### src/shared/alarm_irq_pkg.sv
// Purpose: constants and types for the E1 alarm and error interrupt enable block
// Assumes: Avalon-MM slave, 32-bit data, byte addresses, one clock
// Notes: the enable register doubles as the interrupt mask
package alarm_irq_pkg;

    // ----------------------------------------
    // register map, byte addresses
    // ----------------------------------------
    localparam int ADDR_W = 5;
    localparam logic [ADDR_W-1:0] STATUS_OFS = 5'h00;
    localparam logic [ADDR_W-1:0] ENABLE_OFS = 5'h04;
    localparam logic [ADDR_W-1:0] FRAMING_OFS = 5'h08;
    localparam logic [ADDR_W-1:0] LINE_STATE_OFS = 5'h0c;

    // ----------------------------------------
    // field positions
    // ----------------------------------------
    localparam int FAR_ALARM_BIT = 7;
    localparam int MF_CHANGE_BIT = 5;
    localparam int KEEP_ZERO_BIT = 4;
    localparam int LCV_BIT = 3;
    localparam int OOF_CHANGE_BIT = 2;
    localparam int THR_W = 3;
    localparam int LS_FAR_BIT = 0;
    localparam int LS_OOF_BIT = 1;
    localparam int LS_MF_BIT = 2;

    // ----------------------------------------
    // masks and reset values
    // ----------------------------------------
    localparam logic [7:0] ENABLE_RW_MASK = 8'h3c;
    localparam logic [7:0] STATUS_MASK = 8'h2c;
    localparam logic [7:0] ENABLE_RESET = 8'h00;
    localparam logic [7:0] STATUS_RESET = 8'h00;
    localparam logic [THR_W-1:0] THRESHOLD_RESET = 3'h3;
    localparam logic [31:0] READ_ZERO = 32'h0000_0000;

    // ----------------------------------------
    // carriers
    // ----------------------------------------
    typedef struct packed {
        logic read;
        logic write;
        logic [ADDR_W-1:0] address;
        logic [31:0] writedata;
    } avs_req_t;

    typedef struct packed {
        logic nfas_strobe;
        logic a_bit;
        logic fas_strobe;
        logic fas_errored;
        logic lcv_strobe;
        logic mf_yellow;
    } line_ev_t;

endpackage : alarm_irq_pkg

### src/core/far_alarm_detect.sv
// Purpose: far-end alarm state from the A bit of non-FAS frames
// Assumes: one strobe per non-FAS frame, A bit valid with it
// Notes: two equal A bits in a row move the state
`timescale 1ns/1ps
module far_alarm_detect
(
    // clock and reset
    input wire logic i_clk,
    input wire logic i_nrst,
    // non-FAS frame
    input wire logic i_nfas_strobe,
    input wire logic i_a_bit,
    // state
    output logic o_far_alarm
);

    logic last_a_reg;
    logic last_valid_reg;
    logic far_reg;

    // ----------------------------------------
    // last A bit seen
    // ----------------------------------------
    always_ff @(posedge i_clk)
    begin
        if (!i_nrst)
        begin
            last_a_reg <= 1'b0;
            last_valid_reg <= 1'b0;
        end
        else if (i_nfas_strobe)
        begin
            last_a_reg <= i_a_bit;
            last_valid_reg <= 1'b1;
        end
    end

    // ----------------------------------------
    // declare and clear
    // ----------------------------------------
    always_ff @(posedge i_clk)
    begin
        if (!i_nrst)
        begin
            far_reg <= 1'b0;
        end
        else if (i_nfas_strobe && last_valid_reg && (last_a_reg == i_a_bit))
        begin
            far_reg <= i_a_bit;
        end
    end

    assign o_far_alarm = far_reg;

endmodule : far_alarm_detect

### src/core/alarm_error_irq_top.sv
// Purpose: alarm and error interrupt enable, status and request
// Assumes: line events synchronous to I_CLK, one-cycle strobes
// Notes: a bus access answers with waitrequest low on the second edge
//
// Local design decisions: register access over Avalon-MM and the register addresses.
`timescale 1ns/1ps
module alarm_error_irq_top
(
    // clock and reset
    input wire logic I_CLK,
    input wire logic I_NRST,
    // register bus
    input wire alarm_irq_pkg::avs_req_t i_AVS_REQ,
    output logic [31:0] o_AVS_READDATA,
    output logic o_AVS_WAITREQUEST,
    // line events from the framer
    input wire alarm_irq_pkg::line_ev_t i_LINE,
    // status outputs
    output logic o_FAR_ALARM,
    output logic o_OOF,
    output logic o_IRQ
);

    logic far_alarm;
    logic far_alarm_reg;
    logic [7:0] enable_reg;
    logic [7:0] status_reg;
    logic [7:0] status_next;
    logic [7:0] status_set;
    logic [7:0] status_clr;
    logic [alarm_irq_pkg::THR_W-1:0] frame_loss_threshold_reg;
    logic [alarm_irq_pkg::THR_W-1:0] fas_err_cnt_reg;
    logic [alarm_irq_pkg::THR_W-1:0] thr_eff;
    logic oof_reg;
    logic mf_last_reg;
    logic wait_reg;
    logic [31:0] rdata_reg;
    logic irq_reg;
    logic req;
    logic accept;
    logic done;
    logic do_write;
    logic do_read;
    logic oof_declare;
    logic oof_clear;

    // ----------------------------------------
    // far-end alarm detector
    // ----------------------------------------
    far_alarm_detect u_far
    (
        .i_clk(I_CLK),
        .i_nrst(I_NRST),
        .i_nfas_strobe(i_LINE.nfas_strobe),
        .i_a_bit(i_LINE.a_bit),
        .o_far_alarm(far_alarm)
    );

    always_ff @(posedge I_CLK)
    begin
        if (!I_NRST)
        begin
            far_alarm_reg <= 1'b0;
        end
        else
        begin
            far_alarm_reg <= far_alarm;
        end
    end

    // ----------------------------------------
    // bus handshake
    // ----------------------------------------
    assign req = i_AVS_REQ.read || i_AVS_REQ.write;
    assign accept = req && wait_reg;
    assign done = req && !wait_reg;
    assign do_write = done && i_AVS_REQ.write;
    assign do_read = done && i_AVS_REQ.read;

    always_ff @(posedge I_CLK)
    begin
        if (!I_NRST)
        begin
            wait_reg <= 1'b1;
        end
        else
        begin
            wait_reg <= !accept;
        end
    end

    always_ff @(posedge I_CLK)
    begin
        if (!I_NRST)
        begin
            rdata_reg <= alarm_irq_pkg::READ_ZERO;
        end
        else if (accept && i_AVS_REQ.read)
        begin
            case (i_AVS_REQ.address)
                alarm_irq_pkg::STATUS_OFS:
                begin
                    rdata_reg <= {24'h00_0000, status_reg};
                end
                alarm_irq_pkg::ENABLE_OFS:
                begin
                    rdata_reg <= {24'h00_0000, far_alarm_reg,
                        enable_reg[6:0]};
                end
                alarm_irq_pkg::FRAMING_OFS:
                begin
                    rdata_reg <= {29'h0000_0000, frame_loss_threshold_reg};
                end
                alarm_irq_pkg::LINE_STATE_OFS:
                begin
                    rdata_reg <= {29'h0000_0000, mf_last_reg, oof_reg, far_alarm_reg};
                end
                default:
                begin
                    rdata_reg <= alarm_irq_pkg::READ_ZERO;
                end
            endcase
        end
    end

    // ----------------------------------------
    // enable and framing control registers
    // ----------------------------------------
    always_ff @(posedge I_CLK)
    begin
        if (!I_NRST)
        begin
            enable_reg <= alarm_irq_pkg::ENABLE_RESET;
        end
        else if (do_write && i_AVS_REQ.address == alarm_irq_pkg::ENABLE_OFS)
        begin
            // bit 4 is stored only, software keeps it zero
            enable_reg <= i_AVS_REQ.writedata[7:0] & alarm_irq_pkg::ENABLE_RW_MASK;
        end
    end

    always_ff @(posedge I_CLK)
    begin
        if (!I_NRST)
        begin
            frame_loss_threshold_reg <= alarm_irq_pkg::THRESHOLD_RESET;
        end
        else if (do_write && i_AVS_REQ.address == alarm_irq_pkg::FRAMING_OFS)
        begin
            frame_loss_threshold_reg <= i_AVS_REQ.writedata[alarm_irq_pkg::THR_W-1:0];
        end
    end

    // ----------------------------------------
    // out-of-frame state
    // ----------------------------------------
    assign thr_eff = (frame_loss_threshold_reg == '0) ? 3'h1 : frame_loss_threshold_reg;
    assign oof_declare = !oof_reg && i_LINE.fas_strobe && i_LINE.fas_errored
        && (fas_err_cnt_reg + 3'h1 >= thr_eff);
    assign oof_clear = oof_reg && i_LINE.fas_strobe && !i_LINE.fas_errored;

    always_ff @(posedge I_CLK)
    begin
        if (!I_NRST)
        begin
            fas_err_cnt_reg <= '0;
        end
        else if (i_LINE.fas_strobe)
        begin
            if (!i_LINE.fas_errored || oof_declare)
            begin
                fas_err_cnt_reg <= '0;
            end
            else if (fas_err_cnt_reg != 3'h7)
            begin
                fas_err_cnt_reg <= fas_err_cnt_reg + 3'h1;
            end
        end
    end

    always_ff @(posedge I_CLK)
    begin
        if (!I_NRST)
        begin
            oof_reg <= 1'b0;
        end
        else if (oof_declare)
        begin
            oof_reg <= 1'b1;
        end
        else if (oof_clear)
        begin
            oof_reg <= 1'b0;
        end
    end

    // ----------------------------------------
    // multiframe yellow edge memory
    // ----------------------------------------
    always_ff @(posedge I_CLK)
    begin
        if (!I_NRST)
        begin
            mf_last_reg <= 1'b0;
        end
        else
        begin
            mf_last_reg <= i_LINE.mf_yellow;
        end
    end

    // ----------------------------------------
    // sticky status, set wins over clear
    // ----------------------------------------
    always_comb
    begin
        status_set = 8'h00;
        status_set[alarm_irq_pkg::MF_CHANGE_BIT] =
            enable_reg[alarm_irq_pkg::MF_CHANGE_BIT] && (mf_last_reg != i_LINE.mf_yellow);
        status_set[alarm_irq_pkg::LCV_BIT] =
            enable_reg[alarm_irq_pkg::LCV_BIT] && i_LINE.lcv_strobe;
        status_set[alarm_irq_pkg::OOF_CHANGE_BIT] =
            enable_reg[alarm_irq_pkg::OOF_CHANGE_BIT] && (oof_declare || oof_clear);
        status_clr = 8'h00;
        if (do_read && i_AVS_REQ.address == alarm_irq_pkg::STATUS_OFS)
        begin
            status_clr = rdata_reg[7:0];
        end
        if (do_write && i_AVS_REQ.address == alarm_irq_pkg::STATUS_OFS)
        begin
            status_clr = status_clr | i_AVS_REQ.writedata[7:0];
        end
        status_next = ((status_reg & ~status_clr) | status_set) & alarm_irq_pkg::STATUS_MASK;
    end

    always_ff @(posedge I_CLK)
    begin
        if (!I_NRST)
        begin
            status_reg <= alarm_irq_pkg::STATUS_RESET;
        end
        else
        begin
            status_reg <= status_next;
        end
    end

    // ----------------------------------------
    // interrupt request
    // ----------------------------------------
    always_ff @(posedge I_CLK)
    begin
        if (!I_NRST)
        begin
            irq_reg <= 1'b0;
        end
        else
        begin
            irq_reg <= |(status_next & enable_reg);
        end
    end

    assign o_AVS_READDATA = rdata_reg;
    assign o_AVS_WAITREQUEST = wait_reg;
    assign o_FAR_ALARM = far_alarm_reg;
    assign o_OOF = oof_reg;
    assign o_IRQ = irq_reg;

endmodule : alarm_error_irq_top

### config.mk
export PLATFORM = sky130hd
export DESIGN_NAME = alarm_error_irq_top
export DESIGN_NICKNAME = d
export VERILOG_FILES = /design/src/shared/alarm_irq_pkg.sv /design/src/core/far_alarm_detect.sv /design/src/core/alarm_error_irq_top.sv
export SDC_FILE = /design/constraint.sdc
export NUM_CORES = 1
export LEC_CHECK = 0
export ABC_AREA = 0
export BUFFER_PORTS_ARGS = -buffer_cell sky130_fd_sc_hd__clkbuf_2
export CORE_ASPECT_RATIO = 0.7
export CORE_MARGIN = 8
export CORE_UTILIZATION = 43
export CTS_CLUSTER_DIAMETER = 100
export DETAILED_ROUTE_END_ITERATION = 7
export GPL_ROUTABILITY_DRIVEN = 0
export PLACE_DENSITY = 0.84
export RECOVER_POWER = 100
export SLEW_MARGIN = 15
export SYNTH_ARGS = -nofsm -noshare
export SYNTH_HDL_FRONTEND = slang
export SYNTH_SLANG_ARGS = --single-unit
### constraint.sdc
create_clock -name I_CLK -period 7.2 [get_ports I_CLK]
set_clock_uncertainty 0.2 [all_clocks]
set_input_delay 0.72 -clock I_CLK [delete_from_list [all_inputs] [get_ports I_CLK]]
set_output_delay 0.72 -clock I_CLK [all_outputs]
set_load 0.02 [all_outputs]
==> impl_results.md, run 1 <==
* Final Max Tran Viols at 0
* Slew margin rel. at between 50 and 60%
* Number of synthesized register bits at 28
* Clock sink count at 28
* GRT busiest layer: met2
* Pwr/cell area at between 150 and 200 mW/mm2
* Fin worst setup slack at around 4.5 ns
* Startpoint Class: flip-flop
* IO Count at between 80 and 90
* Post-CTS Setup Inserts at 0
* Area growth syn-to-layout at 9.40%
* Vias in the first global route at 1148
* GR Util met2 at about 17%
* Routed len/inst at 13.5 um
* Max incr delay on CP at about 0.46 ns
* Port bufs at 31
* Syn Area/Cell at between 8 and 9 um2
* Diode count at 0
* # setup viols final at 0
* Post-synthesis sequential area ratio at between 30 and 40%
* Final Hold Vio Count at 0
* Endpoint type of the worst setup path: flip-flop
* Die H at approximately 65 um
* CP required at just over 7 ns
* Peak fanout along the critical path at 4
* XOR/XNOR Fraction of Synth Area at 0.593%
* Synth area leaders: dfxtp_1 (38%), buf_4 (13%), mux2i_1 (7.5%)
* CTS root buffer: clkbuf_8
* Worst skew pair latency at roughly 0.27 ns
* Distinct cell type count after synthesis at 37
* Peak Freq at ~380 MHz
* Core area at 0.00321 mm2
* Antenna violation net count after detailed routing at 0
* Synth warn at 0
* DRC viols at 0
* Die ar. at approximately 0.0056 mm2
* Critical path data arrival time at approximately 2.7 ns
* Most common library cell in the layout ignoring fill and taps: dfxtp_1
* Via density at 4.90
* CTS clk-pin slew, worst paths at about 0.090 ns
* Area fraction in and, or, nand and nor cells after synthesis at around 17%
* Initial core utilization at 46.0%
* Most frequent cells in the layout: dfxtp_1 (28), conb_1 (25), nor2_1 (19)
* GR Util All Layers at between 10% and 20%
* Post-synthesis compound-gate area fraction at between 10% and 20%
* Initial antenna violation count at 0
* Max Buffers Root-to-Sink at 2
* Multiplexer share of the synthesized area at a little under a tenth
* Setup WS pre-CTS at approximately 4.5 ns
* Max rail drop VDD at between 100 and 150 uV
* Largest family of logic cells by synthesized area: simple AND/OR/NAND/NOR gates
* Worst-path cell chain: ha_1, ha_1, ha_1, a21o_1, a31oi_1, nor2_1, nor4_1, a22o_1
* Outcome: finished clean
* First-pass iteration count of the detailed router at 4
* Final min period at roughly 2.7 ns
* HP Class: flip-flop to flip-flop
* Leak at 0.737 nW
* Post-DP HPWL at between 2000 and 3000 um
* Largest net degree at the start of global routing at 21
* Met1 global-route usage at approximately 16%
* Max reg flops at 7
* Row count at 17
* Number of synthesized flops with an enable pin at 0
* Most frequent CP cell: ha_1
* Final net count at around 250
* WS Path Type: flip-flop to flip-flop
* FFs w/ async S/R, synth at 0%
* Met3 Track Usage GR at under 10%
* Final period util at 36.9%
* First-pass GRT wire length at 5380 um
* Hold-fix buffer count after cts at 0
* Total gr overflow at 0
* First DRT Iteration DRCs at a little under 90
* Final setup TNS at 0 ns
* CP max stage cell: nor4_1
* Post-CTS Resized at 0
* CTS buffer count at 3
* H-tree levels at 1
* Cell accounting for the most synthesized area: dfxtp_1
* RSZ-0062 raised after global routing: false
* Worst reg2reg setup slack at approximately 4.5 ns
* Most common flop cell mapped by yosys: dfxtp_1
* Tightest Pin Transition at approximately 0.6 ns
* Drt total wl at 3280 um
* Yosys top cell area share at 37.9%
* CTS tree: done
* Chip Width at roughly 86 um
* Post-Synthesis Cells at about 170
* Post-Syn Area at between 0.001 and 0.0015 mm2
* Vias at ~1200
* Adder and majority cell fraction of the synthesized area at ~4.2%
* Maxcap violations at 0
* Ratio of cells with drive above 1 in the final layout at 11.7%
-- critical path: cells and delay by family, from the launching register on --
family | cells | cell delay (ns)
fa+ha+maj | 3 | 0.81
compound gates | 3 | 0.71
flops | 1 | 0.35
simple gates | 2 | 0.56
-- where the power goes --
| part | internal [W] | switching (W) | total, W |
|---|---|---|---|
| clock | 0.0000744 | 0.0000473 | 0.000122 |
| combinational | 0.00000985 | 0.0000278 | 0.0000377 |
| sequential | 0.000157 | 0.00000279 | 0.000160 |
| total | 0.000242 | 0.0000779 | 0.000320 |
-- final cells by class --
type | count | area (um2)
timing repair buffer | 31 | 138
clock buffer | 3 | 41.3
fill | 333 | 1600
multi-input combinational | 128 | 769
inverter | 5 | 18.8
tap | 47 | 58.8
clock inverter | 1 | 30.0
sequential | 28 | 561
-- routing by layer --
layer | wire length (um) | vias to the layer above
met4 | 0 | 0
li1 | - | 601
met2 | 1350 | 51
met5 | 0 | -
met3 | 312 | 0
met1 | 1620 | 539
-- stage by stage --
stage | util, % | area, um2 | hold WS (ns) | instances | power [W]
after floorplan | - | 1570 | 0.241 | 192 | 0.000200
after global placement | 48.9 | 1570 | 0.260 | 239 | 0.000201
final | 50.3 | 1620 | 0.289 | 243 | 0.000320
after global routing | 50.3 | 1620 | 0.305 | 243 | 0.000331
after CTS | 51.1 | 1640 | 0.290 | 243 | 0.000322
after detailed placement | 48.9 | 1570 | 0.265 | 239 | 0.000202
-- logic make-up after synthesis --
group                      count (synthesis)
muxes                                     12
xor gates and xnor gates                   1
AOI/OAI and AO/OA                         34
other                                      1
DFF                                       28
adders and majority gates                  5
and+or+nand+nor                           51
buffers and inverters                     36
-- path summary, 6_finish.rpt --
kind | endpoint | depth (start not counted) | from
max | fas_err_cnt_reg[0] | 8 | fas_err_cnt_reg[0]
min | o_FAR_ALARM | 1 | u_far.o_far_alarm
max reg2reg | fas_err_cnt_reg[0] | 8 | fas_err_cnt_reg[0]
min reg2reg | o_FAR_ALARM | 1 | u_far.o_far_alarm
-- synth_stat cells, drive strengths merged (2+ instances only) --
| master | count |
|---|---|
| dfxtp | 28 |
| buf | 25 |
| nor2 | 19 |
| a21oi | 11 |
| mux2i | 11 |
| nand2 | 11 |
| nor3 | 7 |
| clkbuf | 6 |
| o21ai | 6 |
| ha | 5 |
| inv | 5 |
| a22oi | 3 |
| a32o | 2 |
| and2 | 2 |
| nand2b | 2 |
| nor4 | 2 |
| o211ai | 2 |
| o21a | 2 |
Power figures use the tool's default switching activity.
==> run 2: changes to the inputs <==
- ABC_AREA: 0 -> 1
- PLACE_DENSITY: 0.84 -> 0.83
- clock period: 7.2 -> 2.65 ns (I/O delays scaled with it)
==> impl_results.md, run 2 <==
* Peak Freq at 430 MHz (was 376 MHz)
* Total gr overflow at 0 (unchanged)
* Final Hold Vio Count at 0 (unchanged)
* Vias at 1357 (was 1191)
* Port bufs at 31 (unchanged)
* Worst r2r src: fas_err_cnt_reg[0] (unchanged)
* Count leader, synth: nand2_1 (was dfxtp_1)
* First-pass GRT wire length at 5990 um (was 5380 um)
* Most common library cell in the layout ignoring fill and taps: nand2_1 (was dfxtp_1)
* CP delay by family, top: adder cells (unchanged)
* Distinct cell type count after synthesis at 24 (was 37)
* Most common flop cell mapped by yosys: dfxtp_1 (unchanged)
* Post-synthesis sequential area ratio at 36.0% (was 37.9%)
* IO Count at 83 (unchanged)
* Die H at 66.4 um (was 65.0 um)
* Synth warn at 0 (unchanged)
* Row count at 18 (was 17)
* Worst Hold Path EP: u_far.last_a_reg (was o_FAR_ALARM)
* CP required at 2.67 ns (was 7.22 ns)
* Ratio of cells with drive above 1 in the final layout at 13.5% (was 11.7%)
* Final min period at 2.33 ns (was 2.66 ns)
* Final setup TNS at 0 ns (unchanged)
* Routed len/inst at 12.1 um (was 13.5 um)
* Critical path data arrival time at 2.35 ns (was 2.68 ns)
* CP Buf/Inv Count at 0 (unchanged)
* Post-DP HPWL at 2860 um (was 2730 um)
* Area growth syn-to-layout at 10.3% (was 9.40%)
* Drt total wl at 3580 um (was 3280 um)
* Chip Width at 88.0 um (was 86.1 um)
* Psw at 0.000235 W (was 0.0000779 W)
* R2r endpoint: fas_err_cnt_reg[2] (was fas_err_cnt_reg[0])
* Worst reg2reg setup slack at 0.32 ns (was 4.54 ns)
* Final period util at 87.8% (was 36.9%)
* Yosys top cell area share at 36.0% (was 37.9%)
* Final Max Tran Viols at 0 (unchanged)
* Max reg flops at 7 (unchanged)
* CTS root buffer: clkbuf_8 (unchanged)
* Sw Share at 26.1% (was 24.4%)
* Synth area leaders: dfxtp_1 (36%), buf_4 (13%), nand2_1 (7.5%) (was dfxtp_1 (38%), buf_4 (13%), mux2i_1 (7.5%))
* Core area at 0.00349 mm2 (was 0.00321 mm2)
* CTS tree: done (unchanged)
* Startpoint Class: flip-flop (unchanged)
* HP Class: input pin to flip-flop (was flip-flop to flip-flop)
* First-pass iteration count of the detailed router at 4 (unchanged)
* Number of synthesized register bits at 28 (unchanged)
* Max rail drop VDD at 319 uV (was 101 uV)
* Cell accounting for the most synthesized area: dfxtp_1 (unchanged)
* CTS buffer count at 3 (unchanged)
* GR Util All Layers at 12.8% (was 11.8%)
* Post-synth top cells: nand2_1 (31), dfxtp_1 (28), buf_4 (26) (was dfxtp_1 (28), buf_4 (25), nor2_1 (19))
* Syn Area/Cell at 7.39 um2 (was 8.80 um2)
* Worst Min Path Start: i_LINE[5] (was u_far.o_far_alarm)
* Most frequent CP cell: ha_1 (unchanged)
* Cells on worst reg2reg path at 10 (was 8)
* Die ar. at 0.00584 mm2 (was 0.00560 mm2)
* # setup viols final at 0 (unchanged)
* First DRT Iteration DRCs at 81 (was 87)
* WS Path Type: flip-flop to flip-flop (unchanged)
* Post-CTS Resized at 0 (unchanged)
* Post-Syn Area at 0.00156 mm2 (was 0.00148 mm2)
* Clock Power Share at 37.6% (was 38.1%)
* Post-Synthesis Cells at 211 (was 168)
* Most frequent cells in the layout: nand2_1 (32), dfxtp_1 (28), conb_1 (25) (was dfxtp_1 (28), conb_1 (25), nor2_1 (19))
* Pwr Total at 0.000904 W (was 0.000320 W)
* Number of synthesized flops with an enable pin at 0 (unchanged)
* Vias in the first global route at 1350 (was 1148)
* Slew margin rel. at 49.0% (was 59.8%)
* Final net count at 298 (was 249)
* Internal cell power at 0.000668 W (was 0.000242 W)
* Initial core utilization at 44.7% (was 46.0%)
* Outcome: finished clean (unchanged)
* Worst-path cell chain: ha_1, ha_1, ha_1, a21oi_1, nand3_1, nand2_1, nand3_1, nand2_1, o21ai_0, nor2_1 (was ha_1, ha_1, ha_1, a21o_1, a31oi_1, nor2_1, nor4_1, a22o_1)
* CP max stage cell: dfxtp_1 (was nor4_1)
* Peak fanout along the critical path at 4 (unchanged)
* Via density at 4.60 (was 4.90)
* Largest net degree at the start of global routing at 19 (was 21)
* Endpoint type of the worst setup path: flip-flop (unchanged)
* Antenna violation net count after detailed routing at 0 (unchanged)
* FFs w/ async S/R, synth at 0% (unchanged)
* Filler cell count at 370 (was 333)
* Initial antenna violation count at 0 (unchanged)
* RSZ-0062 raised after global routing: false (unchanged)
* Max incr delay on CP at 0.35 ns (was 0.46 ns)
* Leak at 0.788 nW (was 0.737 nW)
* CTS clk-pin slew, worst paths at 0.10 ns (was 0.09 ns)
* Tightest Pin Transition at 0.765 ns (was 0.602 ns)
* Hold Crit Depth at 2 (was 1)
* DRC viols at 0 (unchanged)
* Worst path depth at 10 (was 8)
* Sequential power share at 48.4% (was 50.1%)
* H-tree levels at 1 (unchanged)
* Clock sink count at 28 (unchanged)
* Pwr/cell area at 526 mW/mm2 (was 198 mW/mm2)
* Max Buffers Root-to-Sink at 2 (unchanged)
* Maxcap violations at 0 (unchanged)
* Combinational Power Share at 13.9% (was 11.8%)
* Worst skew pair latency at 0.28 ns (was 0.27 ns)
* Diode count at 0 (unchanged)
run 2: cell count changes in the layout (fill, tap and decap cells not counted), sizes merged, moves of 11 or more:
cell   before  now
nand3       1   23
mux2i      11    0
inv         5   26
a21oi      11   22
o21ai       6   18
nand2      11   33
run 2: how the worst max path moves through the flow:
stage / endpoint / slack [ns] / start
global route: fas_err_cnt_reg[2] / 0.14 / fas_err_cnt_reg[0]
floorplan: fas_err_cnt_reg[0] / 0.65 / fas_err_cnt_reg[0]
finish: fas_err_cnt_reg[2] / 0.32 / fas_err_cnt_reg[0]
CTS: fas_err_cnt_reg[2] / 0.42 / fas_err_cnt_reg[0]
global placement: o_IRQ / 0.50 / fas_err_cnt_reg[0]
detailed placement: fas_err_cnt_reg[2] / 0.44 / fas_err_cnt_reg[0]
run 2: layout make-up:
cell class,instances,area [um2],share of cell area (%)
clock buffer,3,41.3,2.40
clock inverter,1,30.0,1.75
inverter,27,103,5.97
multi-input combinational,152,753,43.8
sequential,28,561,32.6
tap,50,62.6,3.64
timing repair buffer,34,169,9.83
run 2: repair_timing:
action	CTS	global route
hold buffers	3	0
buffers inserted	0	0
endpoints found under the hold margin	3	0
run 2: power groups by stage:
stage / logic, W / clock network, W / registers, W
2_1_floorplan: 0.000117 / 0 / 0.000449
3_3_place_gp: 0.000120 / 0 / 0.000447
3_5_place_dp: 0.000124 / 0 / 0.000447
4_1_cts: 0.000128 / 0.000344 / 0.000438
5_1_grt: 0.000142 / 0.000359 / 0.000440
6_report: 0.000126 / 0.000340 / 0.000438
run 2: stage by stage:
| step | cells | utilization [%] | hold WS [ns] | cell area [um2] | setup slack [ns] |
|---|---|---|---|---|---|
| global placement | 288 | 47.5 | 0.222 | 1660 | 0.501 |
| floorplan | 235 | - | 0.158 | 1650 | 0.648 |
| global route | 295 | 49.2 | 0.0108 | 1720 | 0.144 |
| finish | 295 | 49.2 | 0.00524 | 1720 | 0.323 |
| detailed placement | 288 | 47.5 | 0.232 | 1660 | 0.443 |
| CTS | 295 | 50.4 | 0.00435 | 1760 | 0.415 |
run 2: logic make-up (layout without fill, tap and decap cells):
family                     after synthesis  in the layout  synth area share (%)
adders and majority gates                5              5                  4.01
other                                    1             25                 0.241
buffers and inverters                   55             65                  20.1
DFF                                     28             28                  36.0
and+or+nand+nor                         77             77                  24.6
AOI/OAI and AO/OA                       45             45                  15.1
run 2: metal layers:
layer,routed length [um],up-vias,GRT usage [%]
met5,0,-,0
met4,14,0,2.13
met3,258,2,4.59
met2,1600,40,20.4
met1,1720,611,16.4
li1,-,704,-
run 2: worst reg2reg max path: cells and delay by family, from the launching register on:
kind / cells / cell delay, ns
adders and majority gates: 3 / 0.84
and+or+nand+nor: 5 / 0.63
DFF: 1 / 0.35
AOI/OAI and AO/OA: 2 / 0.25
